===== config.mk =====
export PLATFORM = sky130hd
export DESIGN_NAME = wdog_reset_cause
export DESIGN_NICKNAME = d
export VERILOG_FILES = /design/src/rtl/wdog_pkg.sv /design/src/rtl/wdog_cfg_if.sv /design/src/rtl/wdog_osc_tick.sv /design/src/rtl/wdog_counter.sv /design/src/rtl/wdog_reset_cause.sv
export SDC_FILE = /design/constraint.sdc
export NUM_CORES = 1
export LEC_CHECK = 0
export ABC_AREA = 1
export BUFFER_PORTS_ARGS = -buffer_cell sky130_fd_sc_hd__clkbuf_2
export CELL_PAD_IN_SITES_DETAIL_PLACEMENT = 0
export CELL_PAD_IN_SITES_GLOBAL_PLACEMENT = 1
export CORE_UTILIZATION = 46
export DETAILED_ROUTE_END_ITERATION = 16
export PLACE_DENSITY_LB_ADDON = 0.1
export SLEW_MARGIN = 20
export SYNTH_ARGS = -nofsm -noshare
export SYNTH_HDL_FRONTEND = slang
export SYNTH_SLANG_ARGS = --single-unit

===== constraint.sdc =====
create_clock -name i_mclk -period 4.55 [get_ports i_mclk]
set_clock_uncertainty 0.15 [all_clocks]
set_input_delay 0.91 -clock i_mclk [delete_from_list [all_inputs] [get_ports i_mclk]]
set_output_delay 0.91 -clock i_mclk [all_outputs]
set_load 0.02 [all_outputs]

===== src/rtl/wdog_pkg.sv =====
/*
 * Constants shared by the watchdog and reset-cause block: register
 * offsets, bit positions, reset values and timing figures.
 * Assumes a single 20 MHz system clock and a plain register port.
 */
// Overview of operation
// - Upper four bits of the reset cause register always read zero.
// - Watchdog reset flag sets on watchdog reset; cleared by power-on or zero write.
// - Brownout flag sets on brown-out reset; cleared by power-on or zero write.
// - Pin flag sets on external reset; cleared by power-on or zero write.
// - Power-on flag sets on power-on; only a zero write clears it.
// - Interrupt flag sets on time-out in interrupt mode; vector or one-write clears.
// - Interrupt requested only with global enable and watchdog enable both set.
// - Combined mode: vector clears enable and flag, leaving reset mode.
// - Combined mode: second time-out with flag still pending causes reset.
// - Fuse off: enables select stopped, interrupt, reset, or interrupt-then-reset.
// - Fuse programmed forces system reset mode regardless of the enables.
// - Change enable clears itself four clock cycles after being set.
// - Clearing reset enable or changing period needs change enable set.
// - Reset enable held set while the watchdog reset flag is set.
// - Period is 2048 oscillator cycles shifted by code 0..9; 10..15 reserved.
// - Counter counts 128 kHz oscillator ticks; restart returns it to zero.
// - Fuse programmed locks reset enable at one, interrupt enable at zero.
// - A reset-mode time-out gives a one-cycle system reset pulse.

package wdog_pkg;

    // -----------------------------------------------------------------
    // Register map
    // -----------------------------------------------------------------
    localparam logic [7:0] CAUSE_OFFSET = 8'h55;
    localparam logic [7:0] CTRL_OFFSET = 8'h60;

    // -----------------------------------------------------------------
    // Field positions
    // -----------------------------------------------------------------
    localparam int CAUSE_WDOG_BIT = 3;
    localparam int CAUSE_BROWN_BIT = 2;
    localparam int CAUSE_PIN_BIT = 1;
    localparam int CAUSE_PWR_BIT = 0;
    localparam int CTRL_IRQ_FLAG_BIT = 7;
    localparam int CTRL_IRQ_EN_BIT = 6;
    localparam int CTRL_SEL3_BIT = 5;
    localparam int CTRL_CHG_BIT = 4;
    localparam int CTRL_RST_EN_BIT = 3;

    // -----------------------------------------------------------------
    // Reset values and timing
    // -----------------------------------------------------------------
    localparam logic [3:0] SEL_RESET = 4'h0;
    localparam logic [3:0] SEL_MAX = 4'h9;
    localparam int BASE_CYCLES = 2048;
    localparam int CNT_W = 21;
    localparam int CHG_WINDOW = 4;
    localparam logic [2:0] CHG_CNT_INIT = 3'h4;
    localparam int SYS_CLK_HZ = 20000000;
    localparam int OSC_HZ = 128000;

    // Operating modes
    typedef enum logic [1:0] {
        MODE_STOPPED,
        MODE_IRQ,
        MODE_RESET,
        MODE_IRQ_RESET
    } mode_type;

endpackage


===== src/rtl/wdog_cfg_if.sv =====
/*
 * Interface carrying the watchdog configuration from the register
 * file to the counter, and the time-out event back.
 * Assumes both ends run on the same system clock.
 */
`timescale 1ns/1ps

interface wdog_cfg_if;
    logic [3:0] sel;
    logic running;
    logic restart;
    logic timeout;

    modport regs (output sel, output running, output restart,
                  input timeout);
    modport cnt (input sel, input running, input restart,
                 output timeout);
endinterface


===== src/rtl/wdog_osc_tick.sv =====
/*
 * Divider making a one-cycle tick at the watchdog oscillator rate
 * from the system clock. Assumes the system clock is a whole
 * multiple-ish of the oscillator; fractional part is accumulated.
 */
`timescale 1ns/1ps

module wdog_osc_tick (
    // Clock and reset
    input wire logic i_mclk,
    input wire logic i_sys_rst,
    // Tick out
    output logic o_tick
);
    localparam logic [24:0] STEP = 25'(wdog_pkg::OSC_HZ);
    localparam logic [24:0] LIMIT = 25'(wdog_pkg::SYS_CLK_HZ);

    logic [24:0] acc_reg;

    // Fractional accumulator keeps the long-run rate exact
    always_ff @(posedge i_mclk) begin
        if (i_sys_rst) begin
            acc_reg <= '0;
            o_tick <= 1'b0;
        end else if (acc_reg + STEP >= LIMIT) begin
            acc_reg <= acc_reg + STEP - LIMIT;
            o_tick <= 1'b1;
        end else begin
            acc_reg <= acc_reg + STEP;
            o_tick <= 1'b0;
        end
    end
endmodule // wdog_osc_tick


===== src/rtl/wdog_counter.sv =====
/*
 * Watchdog counter: counts oscillator ticks and flags a time-out
 * when the selected length is reached. Assumes the tick is a
 * one-cycle pulse on the system clock.
 */
`timescale 1ns/1ps

module wdog_counter (
    // Clock and reset
    input wire logic i_mclk,
    input wire logic i_sys_rst,
    // Oscillator tick
    input wire logic i_tick,
    // Configuration
    wdog_cfg_if.cnt cfg
);
    localparam int W = wdog_pkg::CNT_W;

    logic [W-1:0] count_reg;
    logic [W-1:0] limit;
    logic timeout_reg;

    // Period length for a select code; reserved codes clamp to longest
    function automatic logic [W-1:0] period_of(input logic [3:0] sel);
        logic [3:0] s;
        s = (sel > wdog_pkg::SEL_MAX) ? wdog_pkg::SEL_MAX : sel;
        period_of = W'(wdog_pkg::BASE_CYCLES) << s;
    endfunction

    assign limit = period_of(cfg.sel);
    assign cfg.timeout = timeout_reg;

    // Count ticks; restart and time-out both return to zero
    always_ff @(posedge i_mclk) begin
        timeout_reg <= 1'b0;
        if (i_sys_rst || cfg.restart || !cfg.running) begin
            count_reg <= '0;
        end else if (i_tick) begin
            if (count_reg + W'(1) >= limit) begin
                count_reg <= '0;
                timeout_reg <= 1'b1;
            end else begin
                count_reg <= count_reg + W'(1);
            end
        end
    end
endmodule // wdog_counter


===== src/rtl/wdog_reset_cause.sv =====
/*
 * Watchdog timer with timed change protection and reset-cause status.
 * Registers reached over a plain port: address, write data, write and
 * read strobes, read data one cycle later. Reset-cause events arrive as
 * one-cycle pulses from the reset generators outside.
 */
`timescale 1ns/1ps

module wdog_reset_cause (
    // Clock and reset
    input wire logic i_mclk,
    input wire logic i_sys_rst,
    // Register port
    input wire logic [7:0] i_addr,
    input wire logic [7:0] i_wdata,
    input wire logic i_wr,
    input wire logic i_rd,
    output logic [7:0] o_rdata,
    // Reset cause events
    input wire logic i_poweron_event,
    input wire logic i_brownout_event,
    input wire logic i_pin_event,
    // Fuse and processor
    input wire logic i_always_on_fuse,
    input wire logic i_global_irq_enable,
    input wire logic i_vector_taken,
    input wire logic i_restart,
    // Watchdog outputs
    output logic o_irq_request,
    output logic o_sys_reset
);
    wdog_cfg_if cfg ();

    // ---------------------------------------------------------------
    // Registers and internal signals
    // ---------------------------------------------------------------
    // Reset cause flags
    logic wdog_reset_flag_reg;
    logic brownout_reset_flag_reg;
    logic pin_reset_flag_reg;
    logic poweron_reset_flag_reg;

    // Control register fields
    logic wdog_irq_flag_reg;
    logic wdog_irq_enable_reg;
    logic wdog_change_enable_reg;
    logic wdog_reset_enable_reg;
    logic [3:0] timeout_select_reg;
    logic [2:0] chg_cnt_reg;

    // Port decode
    logic wr_cause;
    logic wr_ctrl;
    logic rd_cause;
    logic rd_ctrl;
    logic chg_set;
    logic chg_last;
    logic [3:0] wsel;

    // Fuse, mode and time-out actions
    logic tick;
    logic fuse_on;
    logic eff_rst_en;
    logic eff_irq_en;
    wdog_pkg::mode_type mode;
    logic tmo_irq;
    logic tmo_reset;
    logic irq_gate;

    // Read words
    logic [7:0] cause_word;
    logic [7:0] ctrl_word;

    // ---------------------------------------------------------------
    // Decode
    // ---------------------------------------------------------------
    // Address match, shared by the write and read decoders
    function automatic logic reg_hit(input logic [7:0] addr,
        input logic [7:0] offset);
        reg_hit = (addr == offset);
    endfunction

    assign wr_cause = i_wr && reg_hit(i_addr, wdog_pkg::CAUSE_OFFSET);
    assign wr_ctrl = i_wr && reg_hit(i_addr, wdog_pkg::CTRL_OFFSET);
    assign rd_cause = i_rd && reg_hit(i_addr, wdog_pkg::CAUSE_OFFSET);
    assign rd_ctrl = i_rd && reg_hit(i_addr, wdog_pkg::CTRL_OFFSET);
    assign wsel = {i_wdata[wdog_pkg::CTRL_SEL3_BIT], i_wdata[2:0]};
    // Opening write of the timed sequence
    assign chg_set = wr_ctrl && i_wdata[wdog_pkg::CTRL_CHG_BIT];
    // Countdown at one: the window shuts on this edge
    assign chg_last = (chg_cnt_reg == 3'h1);
    // Fuse programmed reads as zero
    assign fuse_on = !i_always_on_fuse;

    // Effective enables with fuse locks applied
    assign eff_rst_en = fuse_on | wdog_reset_enable_reg;
    assign eff_irq_en = !fuse_on & wdog_irq_enable_reg;

    // ---------------------------------------------------------------
    // Mode selection
    // ---------------------------------------------------------------
    // Fuse overrides both enables; the stored bits stay, but their
    // effect and their read-back are locked
    always_comb begin
        if (fuse_on) begin
            mode = wdog_pkg::MODE_RESET;
        end else begin
            case ({wdog_reset_enable_reg, wdog_irq_enable_reg})
                2'b00: mode = wdog_pkg::MODE_STOPPED;
                2'b01: mode = wdog_pkg::MODE_IRQ;
                2'b10: mode = wdog_pkg::MODE_RESET;
                2'b11: mode = wdog_pkg::MODE_IRQ_RESET;
                default: mode = wdog_pkg::MODE_STOPPED;
            endcase
        end
    end

    // Time-out actions per mode
    // Stopped mode takes no action at all
    always_comb begin
        tmo_irq = 1'b0;
        tmo_reset = 1'b0;
        case (mode)
            wdog_pkg::MODE_IRQ: tmo_irq = cfg.timeout;
            wdog_pkg::MODE_RESET: tmo_reset = cfg.timeout;
            wdog_pkg::MODE_IRQ_RESET: begin
                // Flag still pending means the handler never ran
                tmo_reset = cfg.timeout & wdog_irq_flag_reg;
                tmo_irq = cfg.timeout & !wdog_irq_flag_reg;
            end
            default: begin
                tmo_irq = 1'b0;
                tmo_reset = 1'b0;
            end
        endcase
    end

    // ---------------------------------------------------------------
    // Counter and oscillator
    // ---------------------------------------------------------------
    // Divider and counter share clock and reset. The counter holds at
    // zero while stopped, so a later enable starts a full period
    // rather than a partial one.
    assign cfg.sel = timeout_select_reg;
    assign cfg.running = (mode != wdog_pkg::MODE_STOPPED);
    assign cfg.restart = i_restart;

    wdog_osc_tick u_tick (
        .i_mclk(i_mclk),
        .i_sys_rst(i_sys_rst),
        .o_tick(tick)
    );

    wdog_counter u_counter (
        .i_mclk(i_mclk),
        .i_sys_rst(i_sys_rst),
        .i_tick(tick),
        .cfg(cfg)
    );

    // ---------------------------------------------------------------
    // Reset cause flags
    // ---------------------------------------------------------------
    // Cause flags have no system reset term: they must outlive the
    // resets that they record. Power-on is the only hard clear.
    // Watchdog flag; event wins over a software clear
    always_ff @(posedge i_mclk) begin
        if (i_poweron_event) begin
            wdog_reset_flag_reg <= 1'b0;
        end else if (tmo_reset) begin
            wdog_reset_flag_reg <= 1'b1;
        end else if (wr_cause && !i_wdata[wdog_pkg::CAUSE_WDOG_BIT]) begin
            wdog_reset_flag_reg <= 1'b0;
        end
    end

    // Brown-out flag
    always_ff @(posedge i_mclk) begin
        if (i_poweron_event) begin
            brownout_reset_flag_reg <= 1'b0;
        end else if (i_brownout_event) begin
            brownout_reset_flag_reg <= 1'b1;
        end else if (wr_cause && !i_wdata[wdog_pkg::CAUSE_BROWN_BIT]) begin
            brownout_reset_flag_reg <= 1'b0;
        end
    end

    // External pin flag
    always_ff @(posedge i_mclk) begin
        if (i_poweron_event) begin
            pin_reset_flag_reg <= 1'b0;
        end else if (i_pin_event) begin
            pin_reset_flag_reg <= 1'b1;
        end else if (wr_cause && !i_wdata[wdog_pkg::CAUSE_PIN_BIT]) begin
            pin_reset_flag_reg <= 1'b0;
        end
    end

    // Power-on flag: no reset input clears it, so no i_sys_rst term
    always_ff @(posedge i_mclk) begin
        if (i_poweron_event) begin
            poweron_reset_flag_reg <= 1'b1;
        end else if (wr_cause && !i_wdata[wdog_pkg::CAUSE_PWR_BIT]) begin
            poweron_reset_flag_reg <= 1'b0;
        end
    end

    // ---------------------------------------------------------------
    // Watchdog control
    // ---------------------------------------------------------------
    // Opening write sets change enable; writes in the next four
    // cycles may clear reset enable or move the period.
    // Anything else is refused, so a runaway write cannot disarm.
    // Change enable window: four cycles then self-clear
    always_ff @(posedge i_mclk) begin
        if (i_sys_rst) begin
            wdog_change_enable_reg <= 1'b0;
            chg_cnt_reg <= '0;
        end else if (chg_set) begin
            wdog_change_enable_reg <= 1'b1;
            chg_cnt_reg <= wdog_pkg::CHG_CNT_INIT;
        end else if (wr_ctrl) begin
            // Writing zero closes the window at once
            wdog_change_enable_reg <= 1'b0;
            chg_cnt_reg <= '0;
        end else if (chg_cnt_reg != '0) begin
            chg_cnt_reg <= chg_cnt_reg - 3'h1;
            if (chg_last) begin
                wdog_change_enable_reg <= 1'b0;
            end
        end
    end

    // Reset enable: set freely, cleared only inside the window
    // Flag term keeps the watchdog armed across its own resets
    always_ff @(posedge i_mclk) begin
        if (i_sys_rst) begin
            wdog_reset_enable_reg <= 1'b0;
        end else if (wdog_reset_flag_reg || tmo_reset) begin
            wdog_reset_enable_reg <= 1'b1;
        end else if (wr_ctrl) begin
            if (i_wdata[wdog_pkg::CTRL_RST_EN_BIT]) begin
                wdog_reset_enable_reg <= 1'b1;
            end else if (wdog_change_enable_reg) begin
                wdog_reset_enable_reg <= 1'b0;
            end
        end
    end

    // Period select: changes only inside the window
    // A shorter period under a high count times out early
    always_ff @(posedge i_mclk) begin
        if (i_sys_rst) begin
            timeout_select_reg <= wdog_pkg::SEL_RESET;
        end else if (wr_ctrl && wdog_change_enable_reg) begin
            timeout_select_reg <= wsel;
        end
    end

    // Interrupt enable; vector in combined mode drops to reset mode
    always_ff @(posedge i_mclk) begin
        if (i_sys_rst) begin
            wdog_irq_enable_reg <= 1'b0;
        end else if (i_vector_taken && mode == wdog_pkg::MODE_IRQ_RESET) begin
            wdog_irq_enable_reg <= 1'b0;
        end else if (wr_ctrl) begin
            wdog_irq_enable_reg <= i_wdata[wdog_pkg::CTRL_IRQ_EN_BIT];
        end
    end

    // Interrupt flag: set beats clear
    // A time-out beside a clear must not be lost
    always_ff @(posedge i_mclk) begin
        if (i_sys_rst) begin
            wdog_irq_flag_reg <= 1'b0;
        end else if (tmo_irq) begin
            wdog_irq_flag_reg <= 1'b1;
        end else if (i_vector_taken) begin
            wdog_irq_flag_reg <= 1'b0;
        end else if (wr_ctrl && i_wdata[wdog_pkg::CTRL_IRQ_FLAG_BIT]) begin
            wdog_irq_flag_reg <= 1'b0;
        end
    end

    // ---------------------------------------------------------------
    // Outputs
    // ---------------------------------------------------------------
    // Request needs the flag, the interrupt enable unlocked by the fuse, and the processor's consent
    assign irq_gate = wdog_irq_flag_reg && eff_irq_en
        && i_global_irq_enable;

    // Interrupt request, a level one cycle behind the gate
    always_ff @(posedge i_mclk) begin
        if (i_sys_rst) begin
            o_irq_request <= 1'b0;
        end else begin
            o_irq_request <= irq_gate;
        end
    end

    // Reset pulse; the time-out strobe lasts one cycle, so does this
    always_ff @(posedge i_mclk) begin
        if (i_sys_rst) begin
            o_sys_reset <= 1'b0;
        end else begin
            o_sys_reset <= tmo_reset;
        end
    end

    // ---------------------------------------------------------------
    // Read words
    // ---------------------------------------------------------------
    // Reserved upper cause bits are wired to zero, never stored
    always_comb begin
        cause_word = 8'h00;
        cause_word[wdog_pkg::CAUSE_WDOG_BIT] = wdog_reset_flag_reg;
        cause_word[wdog_pkg::CAUSE_BROWN_BIT] = brownout_reset_flag_reg;
        cause_word[wdog_pkg::CAUSE_PIN_BIT] = pin_reset_flag_reg;
        cause_word[wdog_pkg::CAUSE_PWR_BIT] = poweron_reset_flag_reg;
    end

    // Enables read back as locked by the fuse, not as stored
    always_comb begin
        ctrl_word = {5'h00, timeout_select_reg[2:0]};
        ctrl_word[wdog_pkg::CTRL_IRQ_FLAG_BIT] = wdog_irq_flag_reg;
        ctrl_word[wdog_pkg::CTRL_IRQ_EN_BIT] = eff_irq_en;
        ctrl_word[wdog_pkg::CTRL_SEL3_BIT] = timeout_select_reg[3];
        ctrl_word[wdog_pkg::CTRL_CHG_BIT] = wdog_change_enable_reg;
        ctrl_word[wdog_pkg::CTRL_RST_EN_BIT] = eff_rst_en;
    end

    // Read data one cycle after the strobe; unmapped reads zero
    always_ff @(posedge i_mclk) begin
        if (i_sys_rst) begin
            o_rdata <= 8'h00;
        end else if (rd_cause) begin
            o_rdata <= cause_word;
        end else if (rd_ctrl) begin
            o_rdata <= ctrl_word;
        end else begin
            o_rdata <= 8'h00;
        end
    end
endmodule // wdog_reset_cause


==> reports/results.txt, run 1 <==
status: finished, violations left
failing checks: DRC
Max-Cap Viols: 0
Die W: 98.1 um
CP Data Required Time: 4.67 ns
drt pass-1 iters: 10
CP startpoint: u_counter.count_reg[0]
Layout Cells excl Fill: 799
top cell type's share of synthesized area: 30.7%
WS Path Type: flip-flop to flip-flop
# hold bufs at CTS: 0
I/O Pins: 37
hold slack: 0.311 ns
Yosys top cell by area: dfxtp_1
min Tclk post-route: 3.45 ns
DP Cell Count: 784
DRC violations left: 1
total net switching power: 0.473 mW
Fmax achieved: 0.289 GHz
sequential area share after synthesis: 30.7%
CTS resizes: 0
share of cells above drive strength 1: 13.3%
DR vias/cell: 5.06
Most used DFF post-synth: dfxtp_1
setup ws final: 1.10 ns
power share of the clock group: 33.8%
post-synth cell types: 34
Synthesized Nets: 696
Post-Syn Instances: 651
Max stage delay cell, worst path: dfxtp_1
FF-to-FF Start: u_counter.count_reg[0]
fin area: 4690 um^2
die height: 98.1 um
first-pass GRT wire length: 17300 um
grt total ovfl: 0
Critical Path Max Stage Delay: 0.41 ns
hold_sp: wdog_change_enable_reg
Worst setup EP type: flip-flop
Clock Pin Slew Worst Setup and Hold Paths: 0.08 ns
die area: 9620 um^2
detailed router's first-iteration violation count: 105
Least-Margin Pin Slew: 0.811 ns
Clock Sinks: 65
initial core utilization: 48.0%
#FFs+latches synth: 65
synth-to-layout area growth: 10.4%
Nets: 732
Reg area: 1300 um^2
RSZ-0062 raised after global routing: false
most area-consuming cells after synthesis: dfxtp_1 31%, nand2_1 14%, inv_1 8.4%
setup bufs post-CTS: 0
# rows: 34
startpoint type of the worst setup path: flip-flop
routed len/inst: 12.5 um
DRT antenna net count: 0
clock buffer depth: 2
CP top delay family: simple AND/OR/NAND/NOR gates
H-tree levels: 3
Port Buffers: 36
Syn Std Cell Area: 4250 um^2
Tot Pwr: 1.43 mW
WP data arrival: 3.57 ns
fin. max-slew vios: 0
Comb power frac: 23.1%
Root Buffer: clkbuf_8
Internal Power: 0.954 mW
multi-input logic area: 2510 um^2
register share of total power: 43.1%
Tcrit/Tclk final: 75.9%
pin count of the biggest net entering global routing: 24
worst slack, placed: 1.14 ns
Max FO, Critical Path: 14
Post-Route WL: 10000 um
critical-path cell list: ha_1, nand3_1, inv_1, nand4_1, nor2_1, nand2_1, nor2_1, xor2_1, inv_1, ha_1, a21oi_1, nand2_1, nand3_1, nand2_1, nand3_1, nand2_1, inv_1, nand3_1, a21oi_1
FFs w/ async S/R, synth: 0%
Switching Fraction: 33.1%
Detail Placement HPWL: 7620 um
Pleak: 2.05 nW
Setup TNS: 0 ns
Post-synth EDFFs: 0
CTS tree: built
clk_lat worst skew: 0.35 ns
worst rel slew slack: 45.9%
Hold Crit Class: flip-flop to flip-flop
final core occ: 53.0%
GPL Wtd Cong: 0.816
CP bufs+invs: 3
vias in the first global route: 3837
final hold vios: 0
total track usage: 22.2%
initial antenna violation count: 0
filler instances: 914
ANT cells: 0
total vias in the final route: 4044
Synth Area per Inst: 6.52 um^2
Max VDD drop: 0.181 mV
Ys Warns: 0
PD cells: 304 nW/um^2
max reg flops: 21
final setup fails: 0
Num CTS Buffers: 9
core outline area: 8850 um^2
Cell Area, Placed: 4500 um^2
[cell type report]
| cell class | instances | share of cell area (%) |
|---|---|---|
| well taps | 108 | 2.88 |
| multi-input cells | 475 | 53.5 |
| repair buffers | 37 | 4.00 |
| clock inverters | 6 | 1.28 |
| inverters | 99 | 7.93 |
| clock buffers | 9 | 2.64 |
| flip-flops and latches | 65 | 27.8 |
[power groups by stage]
| stage | clock network [mW] | logic, mW | registers, mW |
|---|---|---|---|
| finish | 0.482 | 0.329 | 0.615 |
| global route | 0.525 | 0.379 | 0.619 |
| CTS | 0.495 | 0.329 | 0.615 |
| detailed placement | 0 | 0.327 | 0.628 |
| global placement | 0 | 0.319 | 0.627 |
| floorplan | 0 | 0.263 | 0.623 |
[cell usage in the layout (no fill, tap or decap), types with 3 or more instances in the layout]
master | netlist | final
dfxtp_1 | 65 | 65
nand2_2 | 19 | 19
a21oi_2 | 9 | 9
clkinv_2 | 0 | 3
nand2_1 | 163 | 163
nor2_1 | 63 | 63
nand3_1 | 65 | 65
a21oi_1 | 35 | 35
o22ai_1 | 5 | 5
inv_1 | 95 | 95
clkbuf_2 | 0 | 36
xor2_1 | 26 | 26
nand4_1 | 20 | 20
clkbuf_8 | 0 | 9
o21ai_0 | 14 | 14
nor4_1 | 6 | 6
ha_1 | 18 | 18
nor3_1 | 14 | 14
[synth_stat cells (5+ instances only)]
master / count
a21oi_2: 9
o21ai_0: 14
nor2_1: 63
nand2_2: 19
nand3_1: 65
xor2_1: 26
nand2_1: 163
nor3_1: 14
a21oi_1: 35
ha_1: 18
o22ai_1: 5
inv_1: 95
nor4_1: 6
clkbuf_1: 8
dfxtp_1: 65
nand4_1: 20
[tightest hold or removal path: stages (launching register included)]
cell	delay (ns)
dfxtp_1	0.33
inv_1	0.05
nor2_1	0.04
[routing by layer]
layer	vias to the layer above	global-route usage, %	share of wire, %
met5	-	0	0
met4	0	6.76	0.98
met3	8	4.29	3.7
met2	55	38.8	49
met1	1821	27.5	47
li1	2160	-	-
[worst paths after layout]
kind,end,slack [ns],depth (start not counted)
max,u_counter.count_reg[12],1.10,19
min,o_rdata[4],0.31,2
max reg2reg,u_counter.count_reg[12],1.10,19
min reg2reg,o_rdata[4],0.31,2
[logic make-up after synthesis]
| group | count (synthesis) | synth area share (%) |
|---|---|---|
| simple gates | 360 | 38.3 |
| buf+inv | 111 | 10.3 |
| compound gates | 69 | 9.64 |
| flops | 65 | 30.7 |
| xor+xnor | 28 | 5.78 |
| fa+ha+maj | 18 | 5.31 |
No activity file was read; power rests on OpenSTA's default activity.
==> run 2, diff against run 1 <==
--- a/config.mk
+++ b/config.mk
@@ -9,7 +9,7 @@
 export BUFFER_PORTS_ARGS = -buffer_cell sky130_fd_sc_hd__clkbuf_2
 export CELL_PAD_IN_SITES_DETAIL_PLACEMENT = 0
 export CELL_PAD_IN_SITES_GLOBAL_PLACEMENT = 1
-export CORE_UTILIZATION = 46
+export CORE_UTILIZATION = 43
 export DETAILED_ROUTE_END_ITERATION = 16
 export PLACE_DENSITY_LB_ADDON = 0.1
 export SLEW_MARGIN = 20
==> constraint.sdc (replaced) <==
create_clock -name i_mclk -period 3.3 [get_ports i_mclk]
set_clock_uncertainty 0.15 [all_clocks]
set_input_delay 0.66 -clock i_mclk [delete_from_list [all_inputs] [get_ports i_mclk]]
set_output_delay 0.66 -clock i_mclk [all_outputs]
set_load 0.02 [all_outputs]
==> reports/results.txt, run 2 (synthesis results as in run 1) <==
status: finished, final reports clean
grt total ovfl: 0
reg-to-reg slack, setup: 0.33 ns
Pleak: 2.10 nW
Least-Margin Pin Slew: 0.597 ns
worst slack, placed: 0.233 ns
clk_lat worst skew: 0.35 ns
pin count of the biggest net entering global routing: 24
length in cells of the worst reg-to-reg path: 22
GPL Wtd Cong: 0.798
register share of total power: 42.3%
total net switching power: 0.661 mW
die area: 10300 um^2
routed len/inst: 12.0 um
Reg area: 1300 um^2
DRC violations left: 0
max reg flops: 21
fin. max-slew vios: 0
Tot Pwr: 2.01 mW
Worst setup EP type: flip-flop
FF-to-FF Start: u_counter.count_reg[5]
total track usage: 21.0%
CP Data Required Time: 3.43 ns
Detail Placement HPWL: 7560 um
multi-input logic area: 2530 um^2
hold_sp: wdog_change_enable_reg
final hold vios: 0
ANT cells: 0
Post-Route WL: 9950 um
setup ws final: 0.332 ns
synth-to-layout area growth: 13.9%
Num CTS Buffers: 9
CTS tree: built
WP data arrival: 3.10 ns
Max FO, Critical Path: 14
DR vias/cell: 4.92
Tcrit/Tclk final: 89.9%
Max-Cap Viols: 0
detailed router's first-iteration violation count: 94
vias in the first global route: 3803
DRT antenna net count: 0
total vias in the final route: 4080
min Tclk post-route: 2.97 ns
I/O Pins: 37
die height: 101 um
Port Buffers: 36
final setup fails: 0
drt pass-1 iters: 4
core outline area: 9420 um^2
Internal Power: 1.35 mW
# rows: 35
initial core utilization: 45.1%
Max VDD drop: 0.239 mV
Comb power frac: 22.5%
Setup TNS: 0 ns
PD cells: 415 nW/um^2
H-tree levels: 3
first-pass GRT wire length: 17200 um
Worst Hold Endpoint: o_rdata[4]
Switching Fraction: 32.9%
Die W: 101 um
Clock Sinks: 65
share of cells above drive strength 1: 15.4%
Hold Crit Class: flip-flop to flip-flop
most frequent cells in the layout: 163 x nand2_1, 95 x inv_1, 65 x nand3_1
clock buffer depth: 2
Fmax achieved: 0.337 GHz
power share of the clock group: 35.3%
WS Path Type: flip-flop to flip-flop
Clock Pin Slew Worst Setup and Hold Paths: 0.08 ns
startpoint type of the worst setup path: flip-flop
initial antenna violation count: 0
commonest non-fill, non-tap cell in the layout: nand2_1
Root Buffer: clkbuf_8
Reg2Reg Capture Point: u_counter.count_reg[6]
Nets: 741
Hold Path Depth: 2
worst rel slew slack: 60.1%
# hold bufs at CTS: 0
filler instances: 1008
-- run 2: changes by cell type in the layout (fill, tap and decap cells not counted), sizes merged --
| cell | change |
|---|---|
| clkbuf | +1 |
| clkinv | -2 |
| inv | +1 |
| clkinvlp | +1 |
| buf | +9 |
-- run 2: layer usage --
layer,track usage [%],part of all wire [%],vias to the layer above
met5,0,0,-
met4,8.36,1.9,0
met3,2.83,2.0,15
met2,36.5,49,45
met1,26.3,47,1849
li1,-,-,2171
-- run 2: worst max path at each step --
stage | depth (start not counted) | startpoint | slack [ns] | to
6_report | 22 | u_counter.count_reg[5] | 0.33 | u_counter.count_reg[6]
5_1_grt | 22 | u_counter.count_reg[4] | -0.03 | u_counter.count_reg[13]
4_1_cts | 19 | u_counter.count_reg[7] | 0.21 | u_counter.count_reg[17]
3_5_place_dp | 19 | u_counter.count_reg[7] | 0.23 | u_counter.count_reg[17]
3_3_place_gp | 19 | u_counter.count_reg[6] | 0.30 | u_counter.count_reg[6]
2_1_floorplan | 20 | u_counter.count_reg[0] | 0.26 | u_counter.count_reg[11]
-- run 2: power groups by stage --
stage / Sequential, mW / Clock (mW) / Combinational, mW
finish: 0.849 / 0.708 / 0.451
floorplan: 0.859 / 0 / 0.363
global route: 0.854 / 0.763 / 0.528
CTS: 0.848 / 0.732 / 0.454
global placement: 0.865 / 0 / 0.445
detailed placement: 0.866 / 0 / 0.451
-- run 2: worst max-delay path, stage by stage, from the launching register on --
cell and delay, ns:
dfxtp_1 0.36, nand2_1 0.09, nor3_2 0.23, nand4_1 0.18, nor2_2 0.20, buf_4 0.14, xnor2_1 0.12, inv_1 0.08
ha_1 0.31, nand2_1 0.06, nand3_1 0.08, nand3_1 0.07, nand2_1 0.05, nand3_1 0.06, nand2_1 0.05, nand3_1 0.06
nand2_1 0.05, nand3_1 0.06, nand2_1 0.06, inv_1 0.09, buf_12 0.14, nand3_1 0.07, a21oi_1 0.13
-- run 2: cell type report --
type / instances / area share, %
Multi-Input combinational cell: 475 / 52.3
Timing Repair Buffer: 46 / 5.54
Inverter: 99 / 7.68
Clock inverter: 6 / 1.37
Sequential cell: 65 / 27.0
Tap cell: 129 / 3.34
Clock buffer: 10 / 2.85
-- run 2: timing repair --
action / 4_1_cts / 5_1_grt
resized for setup: 0 / 7
setup buffers: 0 / 1
setup endpoints to repair: 0 / 21
-- run 2: per-stage QoR --
| step | instances | hold slack, ns | util [%] | area, um^2 |
|---|---|---|---|---|
| after floorplan | 651 | 0.272 | - | 4250 |
| after global placement | 813 | 0.302 | 48.9 | 4600 |
| after detailed placement | 813 | 0.305 | 48.9 | 4600 |
| after CTS | 829 | 0.315 | 51.0 | 4810 |
| after global routing | 830 | 0.333 | 51.4 | 4840 |
| final | 830 | 0.321 | 51.4 | 4840 |
